**src/include/ufc_pkg.sv**
```systemverilog
`default_nettype none
package ufc_pkg;
  // ****************************************************************
  // Register indices; the byte address on the bus is four times these.
  // ****************************************************************
  localparam logic [7:0] IDX_DATA0 = 8'h90;
  localparam logic [7:0] IDX_DATA3 = 8'h93;
  localparam logic [7:0] IDX_DIV_LO = 8'h94;
  localparam logic [7:0] IDX_DIV_HI = 8'h95;
  localparam logic [7:0] IDX_BAUD = 8'h96;
  localparam logic [7:0] IDX_LINE = 8'h97;
  localparam logic [7:0] IDX_RTS = 8'h98;
  localparam logic [7:0] IDX_THR = 8'h99;
  localparam logic [7:0] IDX_TO_BASE = 8'h9a;
  localparam logic [7:0] IDX_TO_MODE = 8'h9b;
  localparam logic [7:0] IDX_FILL = 8'h9c;
  localparam logic [7:0] IDX_BUF = 8'h9d;
  localparam logic [7:0] IDX_EVT = 8'h9e;
  localparam logic [7:0] IDX_FSM = 8'h9f;
  // ****************************************************************
  // Reset values.
  // ****************************************************************
  localparam logic [7:0] RST_DIV_LO = 8'hff;
  localparam logic [7:0] RST_DIV_HI = 8'h0f;
  localparam logic [7:0] RST_BAUD = 8'h0f;
  localparam logic [7:0] RST_LINE = 8'h0e;
  localparam logic [7:0] RST_RTS = 8'ha5;
  localparam logic [7:0] RST_THR = 8'h44;
  localparam logic [7:0] RST_TO_BASE = 8'hc0;
  localparam logic [7:0] RST_TO_MODE = 8'h01;
  // ****************************************************************
  // Field positions.
  // ****************************************************************
  localparam int DIV_EN_BIT = 7;
  localparam int BAUD_RX_DMA = 4;
  localparam int BAUD_TX_DMA = 5;
  localparam int BAUD_RX_IE = 6;
  localparam int BAUD_TX_IE = 7;
  localparam int LINE_CTS_INV = 0;
  localparam int LINE_CTS_EN = 1;
  localparam int LINE_PAR_EN = 2;
  localparam int LINE_PAR_ODD = 3;
  localparam int LINE_STOP_LO = 4;
  localparam int LINE_INVERT = 6;
  localparam int LINE_LOOP = 7;
  localparam int RTS_POL = 4;
  localparam int RTS_MAN_VAL = 5;
  localparam int RTS_MAN_EN = 6;
  localparam int RTS_EN = 7;
  localparam int MODE_SMART_CARD = 5;
  localparam int MODE_MASK_TXDONE = 6;
  localparam int MODE_MASK_ERR = 7;
  localparam int BUF_CLR_RX = 6;
  localparam int BUF_CLR_TX = 7;
  localparam int FIFO_DEPTH = 4;
  // ****************************************************************
  // Timing and states.
  // ****************************************************************
  localparam int BUS_WAIT_CYCLES = 1;
  typedef enum {TX_IDLE, TX_START, TX_DATA, TX_PAR, TX_STOP} ufc_tx_state_t;
  typedef enum {RX_IDLE, RX_START, RX_DATA, RX_PAR, RX_STOP} ufc_rx_state_t;
endpackage
`default_nettype wire

```
**src/hw/ufc_uart.sv**
```systemverilog
`timescale 1ns/1ns
`default_nettype none
//Contract
// - Data window writes push, reads pop.
// - Working clock is sysclk over divider+1.
// - Bit period is width count plus one.
// - Control bits enable DMA and interrupts.
// - Clear-to-send stalls transmitter when enabled.
// - Clear-to-send polarity is selectable.
// - Optional parity, even or odd.
// - Stop length one, one and a half, two.
// - Stop code 00, 01, 1x.
// - Invert option flips both lines.
// - Request-to-send raised near full receive.
// - Request-to-send enable, trigger level, polarity.
// - Manual override drives request-to-send value.
// - Buffer count thresholds raise interrupts.
// - Timeout base counts working clocks.
// - Two-bit multiplier scales timeout base.
// - Line gap past timeout ends transaction.
// - Fill counts readable in one register.
// - Write one clears receive side.
// - Bit seven reads error, clears transmit.
module ufc_uart (
  input wire logic clk,
  input wire logic reset,
  input wire logic [9:0] avs_address,
  input wire logic avs_read,
  input wire logic avs_write,
  input wire logic [31:0] avs_writedata,
  input wire logic [3:0] avs_byteenable,
  output logic [31:0] avs_readdata,
  output logic avs_waitrequest,
  output logic tx_pin,
  input wire logic rx_pin,
  input wire logic cts_pin,
  output logic rts_pin,
  input wire logic trx_in,
  output logic trx_out,
  output logic trx_oe,
  output logic smart_card_mode_enable,
  output logic rx_dma_req,
  output logic tx_dma_req,
  output logic rx_dma_eot,
  output logic irq
);
  import ufc_pkg::*;

  // ****************************************************************
  // Helpers
  // ****************************************************************
  // Working clocks per bit; the width field is expected to be above two.
  function automatic logic [5:0] bit_len(input logic [3:0] bw);
    bit_len = {2'b00, bw} + 6'h01;
  endfunction

  // Stop length in working clocks for the two-bit stop code.
  function automatic logic [5:0] stop_len(input logic [3:0] bw, input logic [1:0] code);
    logic [5:0] bl;
    bl = bit_len(bw);
    if (code[1]) begin
      stop_len = {bl[4:0], 1'b0};
    end else if (code[0]) begin
      stop_len = bl + {1'b0, bl[5:1]};
    end else begin
      stop_len = bl;
    end
  endfunction

  logic [7:0] div_lo, div_hi, baud_ctl, line_ctl, rts_ctl, thr, to_base, to_mode;
  logic ack_q, req, wr_go, rd_go;
  logic [7:0] idx, rd_val;
  logic is_data, tx_push, rx_pop, clr_rx, clr_tx;
  logic [7:0] tx_mem [FIFO_DEPTH];
  logic [7:0] rx_mem [FIFO_DEPTH];
  logic [1:0] tx_wp, tx_rp, rx_wp, rx_rp;
  logic [2:0] tx_cnt, rx_cnt;
  logic tx_pop, rx_push, rx_err, txdone, rxdone;
  logic [2:0] sync1, sync2, sync3, pin_f;
  logic [14:0] div_cnt;
  logic tick;
  ufc_tx_state_t tx_state;
  ufc_rx_state_t rx_state;
  logic [5:0] tcnt, rcnt;
  logic [2:0] tbit, rbit;
  logic [7:0] tsh, rsh;
  logic tx_line, rx_src, cts_block, rx_ok_par, rx_err_set;
  logic [9:0] idle_cnt, to_limit;
  logic armed, timeout;
  logic tx_buf_irq, rx_buf_irq, rts_near_full;

  // ****************************************************************
  // Avalon-MM slave
  // ****************************************************************
  // One wait cycle per access, so read data can be registered before release.
  assign req = avs_read | avs_write;
  assign avs_waitrequest = req & ~ack_q;
  assign wr_go = avs_write & ack_q & avs_byteenable[0];
  assign rd_go = avs_read & ack_q;
  assign idx = avs_address[9:2];
  assign is_data = (idx >= IDX_DATA0) && (idx <= IDX_DATA3);
  assign tx_push = wr_go & is_data & (tx_cnt != 3'(FIFO_DEPTH));
  assign rx_pop = rd_go & is_data & (rx_cnt != 3'h0);
  assign clr_rx = wr_go & (idx == IDX_BUF) & avs_writedata[BUF_CLR_RX];
  assign clr_tx = wr_go & (idx == IDX_BUF) & avs_writedata[BUF_CLR_TX];

  // Acknowledge toggles so that back-to-back requests each see one wait cycle.
  always_ff @(posedge clk) begin
    if (reset) begin
      ack_q <= 1'b0;
    end else begin
      ack_q <= req & ~ack_q;
    end
  end

  // Read mux; unmapped indices read as zero.
  always_comb begin
    rd_val = 8'h00;
    case (idx)
      IDX_DATA0, 8'h91, 8'h92, IDX_DATA3: rd_val = rx_mem[rx_rp];
      IDX_DIV_LO: rd_val = div_lo;
      IDX_DIV_HI: rd_val = div_hi;
      IDX_BAUD: rd_val = baud_ctl;
      IDX_LINE: rd_val = line_ctl;
      IDX_RTS: rd_val = rts_ctl;
      IDX_THR: rd_val = thr;
      IDX_TO_BASE: rd_val = to_base;
      IDX_TO_MODE: rd_val = to_mode;
      IDX_FILL: rd_val = {1'b0, tx_cnt, 1'b0, rx_cnt};
      IDX_BUF: rd_val = {rx_err, tx_cnt, irq, rx_cnt};
      IDX_EVT: rd_val = {4'h0, rx_buf_irq, rxdone, tx_buf_irq, txdone};
      IDX_FSM: rd_val = {1'b0, 3'(rx_state), 1'b0, 3'(tx_state)};
      default: rd_val = 8'h00;
    endcase
  end

  // Read data is captured in the wait cycle and stands at the release edge.
  always_ff @(posedge clk) begin
    if (reset) begin
      avs_readdata <= 32'h0000_0000;
    end else if (avs_read & ~ack_q) begin
      avs_readdata <= {24'h00_0000, rd_val};
    end
  end

  // Configuration registers.
  always_ff @(posedge clk) begin
    if (reset) begin
      div_lo <= RST_DIV_LO;
      div_hi <= RST_DIV_HI;
      baud_ctl <= RST_BAUD;
      line_ctl <= RST_LINE;
      rts_ctl <= RST_RTS;
      thr <= RST_THR;
      to_base <= RST_TO_BASE;
      to_mode <= RST_TO_MODE;
    end else if (wr_go) begin
      case (idx)
        IDX_DIV_LO: div_lo <= avs_writedata[7:0];
        IDX_DIV_HI: div_hi <= avs_writedata[7:0];
        IDX_BAUD: baud_ctl <= avs_writedata[7:0];
        IDX_LINE: line_ctl <= avs_writedata[7:0];
        IDX_RTS: rts_ctl <= avs_writedata[7:0];
        IDX_THR: thr <= avs_writedata[7:0];
        IDX_TO_BASE: to_base <= avs_writedata[7:0];
        IDX_TO_MODE: to_mode <= avs_writedata[7:0];
        default: ;
      endcase
    end
  end

  // ****************************************************************
  // Buffers
  // ****************************************************************
  // Transmit buffer; a clear drops queued bytes but lets the current frame end.
  always_ff @(posedge clk) begin
    if (reset | clr_tx) begin
      tx_wp <= 2'h0;
      tx_rp <= 2'h0;
      tx_cnt <= 3'h0;
    end else begin
      if (tx_push) begin
        tx_mem[tx_wp] <= avs_writedata[7:0];
        tx_wp <= tx_wp + 2'h1;
      end
      if (tx_pop) begin
        tx_rp <= tx_rp + 2'h1;
      end
      tx_cnt <= tx_cnt + {2'b00, tx_push} - {2'b00, tx_pop};
    end
  end

  // Receive buffer; a byte arriving while full is dropped and flags an error.
  always_ff @(posedge clk) begin
    if (reset | clr_rx) begin
      rx_wp <= 2'h0;
      rx_rp <= 2'h0;
      rx_cnt <= 3'h0;
    end else begin
      if (rx_push) begin
        rx_mem[rx_wp] <= rsh;
        rx_wp <= rx_wp + 2'h1;
      end
      if (rx_pop) begin
        rx_rp <= rx_rp + 2'h1;
      end
      rx_cnt <= rx_cnt + {2'b00, rx_push} - {2'b00, rx_pop};
    end
  end

  // ****************************************************************
  // Pins and clocking
  // ****************************************************************
  // Three-stage synchronisers; a change counts once stages two and three agree.
  always_ff @(posedge clk) begin
    if (reset) begin
      sync1 <= 3'h5;
      sync2 <= 3'h5;
      sync3 <= 3'h5;
      pin_f <= 3'h5;
    end else begin
      sync1 <= {trx_in, cts_pin, rx_pin};
      sync2 <= sync1;
      sync3 <= sync2;
      pin_f <= ((sync2 ~^ sync3) & sync3) | ((sync2 ^ sync3) & pin_f);
    end
  end

  // Working-clock enable; with the divider off it runs at the system rate.
  always_ff @(posedge clk) begin
    if (reset) begin
      div_cnt <= 15'h0000;
    end else if (!div_hi[DIV_EN_BIT] || tick) begin
      div_cnt <= 15'h0000;
    end else begin
      div_cnt <= div_cnt + 15'h0001;
    end
  end
  assign tick = !div_hi[DIV_EN_BIT] || (div_cnt == {div_hi[6:0], div_lo});

  assign cts_block = line_ctl[LINE_CTS_EN] & (pin_f[1] ^ line_ctl[LINE_CTS_INV]);
  assign smart_card_mode_enable = to_mode[MODE_SMART_CARD];
  // Loopback takes the raw transmit level, before any inversion.
  assign rx_src = line_ctl[LINE_LOOP] ? tx_line :
                  ((smart_card_mode_enable ? pin_f[2] : pin_f[0]) ^ line_ctl[LINE_INVERT]);

  // ****************************************************************
  // Transmitter
  // ****************************************************************
  assign tx_pop = (tx_state == TX_IDLE) && tick && (tx_cnt != 3'h0) && !cts_block;

  // Frame sequencer: start, eight data bits LSB first, optional parity, stop.
  always_ff @(posedge clk) begin
    if (reset) begin
      tx_state <= TX_IDLE;
      tcnt <= 6'h00;
      tbit <= 3'h0;
      tsh <= 8'h00;
      tx_line <= 1'b1;
    end else if (tx_pop) begin
      tx_state <= TX_START;
      tsh <= tx_mem[tx_rp];
      tcnt <= 6'h00;
      tx_line <= 1'b0;
    end else if (tick && tx_state != TX_IDLE) begin
      tcnt <= tcnt + 6'h01;
      case (tx_state)
        TX_START, TX_DATA, TX_PAR: begin
          if (tcnt == bit_len(baud_ctl[3:0]) - 6'h01) begin
            tcnt <= 6'h00;
            if (tx_state == TX_START || (tx_state == TX_DATA && tbit != 3'h7)) begin
              tbit <= (tx_state == TX_START) ? 3'h0 : tbit + 3'h1;
              tx_state <= TX_DATA;
              tx_line <= (tx_state == TX_START) ? tsh[0] : tsh[tbit + 3'h1];
            end else if (tx_state == TX_DATA && line_ctl[LINE_PAR_EN]) begin
              tx_state <= TX_PAR;
              tx_line <= (^tsh) ^ line_ctl[LINE_PAR_ODD];
            end else begin
              tx_state <= TX_STOP;
              tx_line <= 1'b1;
            end
          end
        end
        TX_STOP: begin
          if (tcnt == stop_len(baud_ctl[3:0], line_ctl[5:4]) - 6'h01) begin
            tx_state <= TX_IDLE;
            tcnt <= 6'h00;
          end
        end
        default: tx_state <= TX_IDLE;
      endcase
    end
  end

  // Registered line drivers; smart-card mode drives the shared line low only.
  always_ff @(posedge clk) begin
    if (reset) begin
      tx_pin <= 1'b1;
      trx_out <= 1'b0;
      trx_oe <= 1'b0;
    end else begin
      tx_pin <= tx_line ^ line_ctl[LINE_INVERT];
      trx_out <= 1'b0;
      trx_oe <= smart_card_mode_enable & ~(tx_line ^ line_ctl[LINE_INVERT]);
    end
  end

  // ****************************************************************
  // Receiver
  // ****************************************************************
  assign rx_ok_par = (^rsh) ^ line_ctl[LINE_PAR_ODD];

  // Samples each bit at mid period after confirming the start bit.
  always_ff @(posedge clk) begin
    if (reset) begin
      rx_state <= RX_IDLE;
      rcnt <= 6'h00;
      rbit <= 3'h0;
      rsh <= 8'h00;
      rx_push <= 1'b0;
    end else begin
      rx_push <= 1'b0;
      if (tick) begin
        rcnt <= rcnt + 6'h01;
        case (rx_state)
          RX_IDLE: begin
            rcnt <= 6'h00;
            if (!rx_src) begin
              rx_state <= RX_START;
            end
          end
          RX_START: begin
            if (rcnt == (bit_len(baud_ctl[3:0]) >> 1) - 6'h01) begin
              rcnt <= 6'h00;
              rbit <= 3'h0;
              rx_state <= rx_src ? RX_IDLE : RX_DATA;
            end
          end
          RX_DATA: begin
            if (rcnt == bit_len(baud_ctl[3:0]) - 6'h01) begin
              rcnt <= 6'h00;
              rsh <= {rx_src, rsh[7:1]};
              rbit <= rbit + 3'h1;
              if (rbit == 3'h7) begin
                rx_state <= line_ctl[LINE_PAR_EN] ? RX_PAR : RX_STOP;
              end
            end
          end
          RX_PAR: begin
            if (rcnt == bit_len(baud_ctl[3:0]) - 6'h01) begin
              rcnt <= 6'h00;
              rx_state <= RX_STOP;
            end
          end
          RX_STOP: begin
            if (rcnt == bit_len(baud_ctl[3:0]) - 6'h01) begin
              rx_state <= RX_IDLE;
              rx_push <= (rx_cnt != 3'(FIFO_DEPTH));
            end
          end
          default: rx_state <= RX_IDLE;
        endcase
      end
    end
  end

  // Error flag: parity, framing or overrun; the set wins over a clear.
  assign rx_err_set = tick && rcnt == bit_len(baud_ctl[3:0]) - 6'h01 &&
                      ((rx_state == RX_PAR && rx_src != rx_ok_par) ||
                       (rx_state == RX_STOP && (!rx_src || rx_cnt == 3'(FIFO_DEPTH))));
  always_ff @(posedge clk) begin
    if (reset) begin
      rx_err <= 1'b0;
    end else if (rx_err_set) begin
      rx_err <= 1'b1;
    end else if (clr_rx) begin
      rx_err <= 1'b0;
    end
  end

  // ****************************************************************
  // Idle timeout and events
  // ****************************************************************
  always_comb begin
    case (to_mode[1:0])
      2'b00: to_limit = {2'b00, to_base};
      2'b01: to_limit = {1'b0, to_base, 1'b0};
      2'b10: to_limit = {1'b0, to_base, 1'b0} + {2'b00, to_base};
      default: to_limit = {to_base, 2'b00};
    endcase
  end
  assign timeout = tick && armed && (idle_cnt >= to_limit);

  // Idle gap counted in working clocks, armed by a received byte.
  always_ff @(posedge clk) begin
    if (reset) begin
      idle_cnt <= 10'h000;
      armed <= 1'b0;
    end else begin
      if (rx_push) begin
        armed <= 1'b1;
      end else if (timeout) begin
        armed <= 1'b0;
      end
      if (rx_state != RX_IDLE || !rx_src || rx_push) begin
        idle_cnt <= 10'h000;
      end else if (tick && idle_cnt != 10'h3ff) begin
        idle_cnt <= idle_cnt + 10'h001;
      end
    end
  end

  // Done flags; a transmit push clears txdone, a receive pop or clear clears rxdone, but a same-cycle set wins.
  always_ff @(posedge clk) begin
    if (reset) begin
      txdone <= 1'b0;
      rxdone <= 1'b0;
      rx_dma_eot <= 1'b0;
    end else begin
      if (tick && tx_state == TX_STOP && tx_cnt == 3'h0 &&
          tcnt == stop_len(baud_ctl[3:0], line_ctl[5:4]) - 6'h01) begin
        txdone <= 1'b1;
      end else if (tx_push) begin
        txdone <= 1'b0;
      end
      if (timeout) begin
        rxdone <= 1'b1;
      end else if (rx_pop | clr_rx) begin
        rxdone <= 1'b0;
      end
      rx_dma_eot <= timeout & baud_ctl[BAUD_RX_DMA];
    end
  end

  assign rx_buf_irq = ({1'b0, rx_cnt} >= thr[3:0]);
  assign tx_buf_irq = ({1'b0, tx_cnt} <= thr[7:4]);
  assign rx_dma_req = baud_ctl[BAUD_RX_DMA] & (rx_cnt != 3'h0);
  assign tx_dma_req = baud_ctl[BAUD_TX_DMA] & (tx_cnt != 3'(FIFO_DEPTH));
  assign irq = (baud_ctl[BAUD_RX_IE] & rx_buf_irq) | (baud_ctl[BAUD_TX_IE] & tx_buf_irq) |
               (txdone & ~to_mode[MODE_MASK_TXDONE]) | (rx_err & ~to_mode[MODE_MASK_ERR]);

  // Flow-control output, registered so the pin never glitches.
  assign rts_near_full = ({1'b0, rx_cnt} >= rts_ctl[3:0]);
  always_ff @(posedge clk) begin
    if (reset) begin
      rts_pin <= 1'b0;
    end else if (!rts_ctl[RTS_EN]) begin
      rts_pin <= rts_ctl[RTS_POL];
    end else if (rts_ctl[RTS_MAN_EN]) begin
      rts_pin <= rts_ctl[RTS_MAN_VAL];
    end else begin
      rts_pin <= rts_near_full ^ rts_ctl[RTS_POL];
    end
  end

  // ****************************************************************
  // Assertions
  // ****************************************************************
  a_wait_one: assert property (@(posedge clk) disable iff (reset)
    $rose(req) |-> avs_waitrequest ##1 !avs_waitrequest) else $error("wait not one cycle");
  a_push_count: assert property (@(posedge clk) disable iff (reset)
    tx_push && !tx_pop && !clr_tx |=> tx_cnt == $past(tx_cnt) + 3'h1) else $error("push lost");
  a_pop_count: assert property (@(posedge clk) disable iff (reset)
    rx_pop && !rx_push && !clr_rx |=> rx_cnt == $past(rx_cnt) - 3'h1) else $error("pop lost");
  a_div_off_tick: assert property (@(posedge clk) disable iff (reset)
    !div_hi[DIV_EN_BIT] |-> tick) else $error("tick missing with divider off");
  a_cts_hold: assert property (@(posedge clk) disable iff (reset)
    cts_block && tx_state == TX_IDLE |=> tx_state == TX_IDLE) else $error("sent under cts");
  a_start_low: assert property (@(posedge clk) disable iff (reset)
    tx_state == TX_START |=> tx_pin == line_ctl[LINE_INVERT]) else $error("start level wrong");
  a_rts_manual: assert property (@(posedge clk) disable iff (reset)
    rts_ctl[RTS_EN] && rts_ctl[RTS_MAN_EN] |=> rts_pin == $past(rts_ctl[RTS_MAN_VAL]))
    else $error("rts manual ignored");
  a_clear_rx: assert property (@(posedge clk) disable iff (reset)
    clr_rx && !rx_err_set |=> rx_cnt == 3'h0 && !rx_err) else $error("rx clear failed");
  a_timeout_done: assert property (@(posedge clk) disable iff (reset)
    timeout |=> rxdone && !armed) else $error("timeout not flagged");
  c_tx_frame: cover property (@(posedge clk) disable iff (reset) tx_state == TX_STOP ##1 tx_state == TX_IDLE);
  c_rx_byte: cover property (@(posedge clk) disable iff (reset) rx_push);
  c_timeout: cover property (@(posedge clk) disable iff (reset) timeout);
  c_cts_stall: cover property (@(posedge clk) disable iff (reset) cts_block && tx_cnt != 3'h0);
endmodule
`default_nettype wire

```
**config.mk**
```make
export PLATFORM = sky130hd
export DESIGN_NAME = ufc_uart
export DESIGN_NICKNAME = d
export VERILOG_FILES = /design/src/include/ufc_pkg.sv /design/src/hw/ufc_uart.sv
export SDC_FILE = /design/constraint.sdc
export NUM_CORES = 1
export LEC_CHECK = 0
export BUFFER_PORTS_ARGS = -buffer_cell sky130_fd_sc_hd__buf_2
export CAP_MARGIN = 20
export CORE_MARGIN = 3
export CORE_UTILIZATION = 35
export DETAILED_ROUTE_END_ITERATION = 6
export SYNTH_ARGS = -nofsm -noshare
export SYNTH_HDL_FRONTEND = slang
export SYNTH_SLANG_ARGS = --single-unit
```
**constraint.sdc**
```tcl
create_clock -name clk -period 4.7 [get_ports clk]
set_clock_uncertainty 0.15 [all_clocks]
set_input_delay 0.235 -clock clk [delete_from_list [all_inputs] [get_ports clk]]
set_output_delay 0.235 -clock clk [all_outputs]
set_load 0.03 [all_outputs]
```
# Word level (Yosys, flattened, before mapping)
# Memories as Yosys holds them, arrays and structs flattened. A register that Yosys moved wholly into a read port is not among the register bits.
# Index checks and enable logic that the tools add are counted.
[totals]
regBits = 224
mem_bits_rw = 64
in_bits = 53
output_inout_bits = 42
elab_cells = 302
mem_count = 2
[classes]
addsub = 21
n_lt_le_gt_ge = 7
n_eq_ne = 54
n_mux = 64
bitwise = 47
reduce_logical = 67
[memory_table]
columns = ["memory", "depth", "width", "rd", "rd_ports_with_merged_regs", "write_ports", "line", "rtl"]
rows = [
  ["rx_mem", 4, 8, 1, 1, 1, "ufc_uart.sv:75", "logic [7:0] rx_mem [FIFO_DEPTH];"],
  ["tx_mem", 4, 8, 1, 1, 1, "ufc_uart.sv:74", "logic [7:0] tx_mem [FIFO_DEPTH];"],
]
[op_table]
columns = ["op", "count"]
rows = [
  ["two-way mux 32 bit", 8],
  ["equality test 32 x 2 -> 1 bit (second input constant)", 5],
  ["one-hot mux 32 bit (5 select lines)", 1],
  ["equality test 32 x 3 -> 1 bit (second input constant)", 4],
  ["equality test 8 bit (second input constant)", 16],
  ["one-hot mux 8 bit (13 select lines)", 1],
  ["two-way mux 6 bit", 11],
  ["equality test 32 x 1 -> 1 bit (second input constant)", 2],
  ["equality test 32 x 4 -> 1 bit (second input constant)", 2],
  ["zero test 32 bit", 2],
  ["one-hot mux 32 bit (2 select lines)", 1],
  ["nonzero test 32 bit", 2],
  ["equality test 6 bit", 5],
  ["one-hot mux 10 bit (3 select lines)", 1],
  ["two-way mux 1 bit", 28],
  ["bitwise AND 1 bit", 21],
  ["two-way mux 3 bit", 6],
  ["one-hot mux 6 bit (3 select lines)", 1],
  ["subtractor 6 x 1 -> 6 bit (second input constant)", 3],
  ["logical AND 1 bit", 17],
  ["inequality test 2 bit (second input constant)", 8],
  ["AND reduction 2 bit", 8],
  ["nonzero test 2 bit", 8],
  ["XOR reduction 8 bit", 2],
  ["47 further kinds", 97],
]

# Longest topological paths before layout
[logic_depth]
ltp_word = 14
depth_mapped = 18
ltp_nobuf = 18

# Worst setup path after synthesis
# Ideal clock, no wire load.
[synth_path]
path_type = "register to register"
startpoint = "register baud_ctl[1]"
endpoint = "register tcnt[0]"
setup_ps = 140
t_arrival_ps = 3244
required_ps = 4410
setup_slack_ps = 1166
path_stages_with_launch = 13
path_buffers = 1
synth_period_minus_slack_ps = 3534
cell_sequence = "dfxtp_1 ha_1 buf_2 xor2_1 inv_1 ha_1 or2_2 a31o_2 or4_1 a31oi_1 o221ai_1 nor3_2 o32ai_1"
[synth_via]
elab_chain_cells = 12
elab_cells_between_ends = 15
cone_classes = "add/sub (4); eq/ne (2); mux (9)"
[synth_lines]
columns = ["element", "line", "rtl"]
rows = [
  ["from (decl)", "ufc_uart.sv:70", "logic [7:0] div_lo, div_hi, baud_ctl, line_ctl, rts_ctl, thr, to_base, to_mode;"],
  ["from (signal assigned)", "ufc_uart.sv:161", "IDX_BAUD: baud_ctl <= avs_writedata[7:0];"],
  ["adder 4 x 1 -> 5 bit (*)", "ufc_uart.sv:54", "bit_len = {2'b00, bw} + 6'h01;"],
  ["adder 5 x 4 -> 6 bit", "ufc_uart.sv:64", "stop_len = bl + {1'b0, bl[5:1]};"],
  ["two-way mux 6 bit", "ufc_uart.sv:63", "end else if (code[0]) begin"],
  ["two-way mux 6 bit", "ufc_uart.sv:61", "if (code[1]) begin"],
  ["two-way mux 6 bit", "ufc_uart.sv:267", "case (tx_state)"],
  ["two-way mux 6 bit", "ufc_uart.sv:265", "end else if (tick && tx_state != TX_IDLE) begin"],
  ["two-way mux 6 bit", "ufc_uart.sv:260", "end else if (tx_pop) begin"],
  ["two-way mux 6 bit", "ufc_uart.sv:254", "if (reset) begin"],
  ["subtractor 6 x 1 -> 6 bit", "ufc_uart.sv:285", "if (tcnt == stop_len(baud_ctl[3:0], line_ctl[5:4]) - 6'h01) begin"],
  ["equality test 6 bit", "ufc_uart.sv:285", ""],
  ["two-way mux 6 bit", "ufc_uart.sv:285", ""],
  ["one-hot mux 6 bit (2 select lines) (*)", "ufc_uart.sv:267", ""],
  ["to (signal assigned)", "ufc_uart.sv:266", "tcnt <= tcnt + 6'h01;"],
  ["to (decl)", "ufc_uart.sv:84", "logic [5:0] tcnt, rcnt;"],
]
# Every way passes the cells marked *; elsewhere a longest branch is shown, timed or not. The select of a mux whose other input is x is not followed.
# A chain may end at the register's enable or synchronous reset.

# Worst setup path after layout
[layout_path]
startpoint = "register baud_ctl[0]"
endpoint = "register tcnt[0]"
# Same word-level chain as after synthesis.

==> impl_metrics.env <==
export IMPL_multi_input_area_um2=6768
export IMPL_drtAntennaViolNets=0
export IMPL_maxCapViolations=0
export IMPL_synth_cells=1354
export IMPL_fin_setup_tns_ns=0
export IMPL_p_comb_share_pct=13.4
export IMPL_r2r_start="baud_ctl[0]"
export IMPL_whs_path_depth=5
export IMPL_worstSetupStartpoint="baud_ctl[0]"
export IMPL_num_io_pins=95
export IMPL_hp_class="in -> reg"
export IMPL_holdCritStartpoint="avs_address[9]"
export IMPL_place_ws_ns=0.6111
export IMPL_worstSetupPathType="reg -> reg"
export IMPL_fp_row_count=69
export IMPL_grt_pass1_wl_mm=50.64
export IMPL_fillers=3476
export IMPL_layout_drive_gt1_share_pct=10.78
export IMPL_start_kind="flip-flop"
export IMPL_fin_ws_ns=0.6313
export IMPL_rsz0062_at_grt="false"
export IMPL_grt_ovfl_total=0
export IMPL_vias=9789
export IMPL_clkPwrFrac_pct=42.5
export IMPL_dp_cells=1796
export IMPL_area_growth_pct=12.63
export IMPL_synth_seq_cells=240
export IMPL_setup_viol=0
export IMPL_synth_edf_count=64
export IMPL_routed_via_density=5.254
export IMPL_initial_core_util_pct=35.81
export IMPL_final_cells=1863
export IMPL_total_power_mw=5.200
export IMPL_path_clk_slew_ns=0.06
export IMPL_async_flop_share_pct=0
export IMPL_r2r_end="tcnt[0]"
export IMPL_worstSkewPairLatency_ns=0.55
export IMPL_regArea_um2=5445
export IMPL_hold_end="avs_readdata[0]"
export IMPL_relSlewSlack_pct=27.70
export IMPL_cts_htree_levels=1
export IMPL_place_hpwl_mm=23.18
export IMPL_end_kind="flip-flop"
export IMPL_post_route_util_pct=40.33
export IMPL_core_area_um2=35830
export IMPL_slew_violations=0
export IMPL_cts_buffers=27
export IMPL_status="complete, no violations"
export IMPL_netlist_area_um2=12830
export IMPL_firstDrtPassIters=5
export IMPL_r2r_slack_ns=0.63
export IMPL_fmax_ghz=0.2458
export IMPL_clockRootBuffer="clkbuf_16"
export IMPL_grt_pass1_vias=9213
export IMPL_p_leak_nw=5.420
export IMPL_ys_flop_type="dfxtp_1"
export IMPL_r2r_cells=12
export IMPL_drtIter0Drc=805
export IMPL_switchingPower_mw=1.322
export IMPL_pwr_share_seq_pct=44.1
export IMPL_synth_avg_cell_area_um2=9.475
export IMPL_min_period_over_period_pct=86.57
export IMPL_irDropWorstVdd_v=0.0002150
export IMPL_path_max_fanout=10
export IMPL_synth_cell_types=75
export IMPL_min_period_ns=4.069
export IMPL_antenna_found_initial=0
export IMPL_die_area_um2=38990
export IMPL_yosysSeqAreaShare_pct=42.45
export IMPL_worst_endpoint_arrival_ns=4.30
export IMPL_clk_path_buf_depth=3
export IMPL_grt_max_degree=62
export IMPL_cts_resized=0
export IMPL_gp_congestion=0.9408
export IMPL_fin_nets=1496
export IMPL_ys_warn_count=0
export IMPL_tightest_slew_ns=1.080
export IMPL_die_h_um=197.5
export IMPL_swShare_pct=25.43
export IMPL_drt_total_wl_mm=32.00
export IMPL_wire_per_inst_um=17.18
export IMPL_grt_usage_pct=16.14
export IMPL_die_w_um=197.5
export IMPL_cts_tree="yes"
export IMPL_crit_required_ns=4.93
export IMPL_port_buffers=40
export IMPL_power_density_nw_per_um2=359.9
export IMPL_p_int_mw=3.878
export IMPL_cts_sinks=240
export IMPL_drcViolationCount=0
export IMPL_hold_viol=0
## layer usage
metal	up-vias	GRT usage [%]	part of all wire, %
met5	-	0	0
met4	0	5.465	3.1
met2	287	26.15	46
met1	4649	21.98	45
met3	64	2.712	5.9
li1	4789	-	-
## worst max path at each step
stage / to / slack [ns]
4_1_cts: tcnt[0] / 0.59
3_5_place_dp: tcnt[0] / 0.61
3_3_place_gp: tcnt[0] / 0.67
6_report: tcnt[0] / 0.63
5_1_grt: tcnt[1] / 0.24
2_1_floorplan: tcnt[0] / 1.17
## cell usage in the layout (no fill, tap or decap), drive strengths merged, types with 12 or more instances in the layout
master	netlist	routed
a21oi	60	60
dlygate4sd3	0	17
nand2b	15	15
nor2b	19	19
a31oi	16	16
xnor2	64	64
mux2i	52	52
a211o	18	18
nand4	15	15
mux4	25	25
dfxtp	176	176
xor2	37	37
ha	59	59
nand2	133	133
clkbuf	54	35
nor2	153	153
nand3	31	31
edfxtp	64	64
or2	12	12
a21o	12	12
nand3b	19	19
o21ai	41	41
nor3	14	14
and3	19	19
conb	1	25
buf	44	55
a211oi	12	12
or3	12	12
a22oi	14	14
inv	62	62
## synthesized netlist by cell type, types with 14 or more instances
| cell type | n | area [um2] |
|---|---|---|
| buf_4 | 28 | 210.2 |
| a21oi_1 | 60 | 300.3 |
| nand3b_1 | 19 | 142.6 |
| nand3_1 | 31 | 155.2 |
| mux4_2 | 25 | 563.0 |
| nor2b_1 | 19 | 118.9 |
| nand4_1 | 15 | 93.84 |
| edfxtp_1 | 64 | 1922 |
| nand2_1 | 133 | 499.2 |
| inv_1 | 61 | 229.0 |
| xnor2_1 | 64 | 560.5 |
| a22oi_1 | 14 | 105.1 |
| o21ai_0 | 39 | 195.2 |
| nor2_1 | 153 | 574.3 |
| xor2_1 | 37 | 324.1 |
| nand2b_1 | 15 | 93.84 |
| clkbuf_1 | 53 | 198.9 |
| ha_1 | 59 | 738.2 |
| dfxtp_1 | 176 | 3523 |
| and3_1 | 19 | 118.9 |
| a31oi_1 | 16 | 100.1 |
| a211o_1 | 18 | 157.7 |
| mux2i_1 | 52 | 520.5 |
## sequential cells by signal, indices dropped and copies added (netlist names), 6 cells and up, named ones only
name          cells
rsh               8
div_lo            8
to_base           8
tcnt              6
div_hi            8
rcnt              6
tx_mem           32
avs_readdata      8
idle_cnt         10
tsh               8
thr               8
rx_mem           32
div_cnt          15
baud_ctl          8
to_mode           8
rts_ctl           8
line_ctl          8
## final cells by class
cell class              instances  area share, %
inverters                      62          1.611
clock buffers                  35          5.317
diodes                          1        0.01732
repair buffers                 72          3.360
clock inverters                14          1.178
flip-flops and latches        240          37.69
multi-input cells             978          46.84
well taps                     461          3.992
## power by group through the flow
stage	Combinational [mW]	Sequential, mW	Clock [mW]
detailed placement	0.691	2.34	0
global placement	0.676	2.34	0
finish	0.699	2.29	2.21
global route	0.778	2.31	2.34
CTS	0.704	2.29	2.26
floorplan	0.589	2.30	0
## stage by stage
stage / hold slack [ns] / area (um2)
after global placement: 0.2445 / 13340
after global routing: 0.05841 / 14450
after CTS: 0.01410 / 14450
after floorplan: 0.1839 / 12920
after detailed placement: 0.2441 / 13340
final: 0.02801 / 14450
## what timing repair did
| action | in CTS | in global routing |
|---|---|---|
| setup endpoints to repair | 0 | 0 |
| endpoints found under the hold margin | 74 | 0 |
| hold buffers | 17 | 0 |
| setup buffers | 0 | 0 |
## critical path, stage by stage (launching register included)
cell,delay (ns)
dfxtp_1,0.37
buf_4,0.20
ha_1,0.33
xor2_1,0.30
inv_1,0.18
ha_1,0.35
or2_2,0.31
a31o_2,0.28
or4_1,0.51
a31oi_1,0.17
o221ai_1,0.20
nor3_2,0.41
o32ai_1,0.16
## cell families (layout without fill, tap and decap cells)
family                   after synthesis  in the layout  share of synthesized area (%)
adder cells (fa/ha/maj)               62             62                          6.223
flip-flops                           240            240                          42.45
AND/OR/NAND/NOR                      473            473                          17.60
multiplexers                          82             82                          8.885
AO/OA/AOI/OAI                        235            235                          12.38
other                                  1             26                        0.02923
buffers and inverters                160            183                          5.540
XOR/XNOR                             101            101                          6.896
No activity file was read; power rests on OpenSTA's default activity.
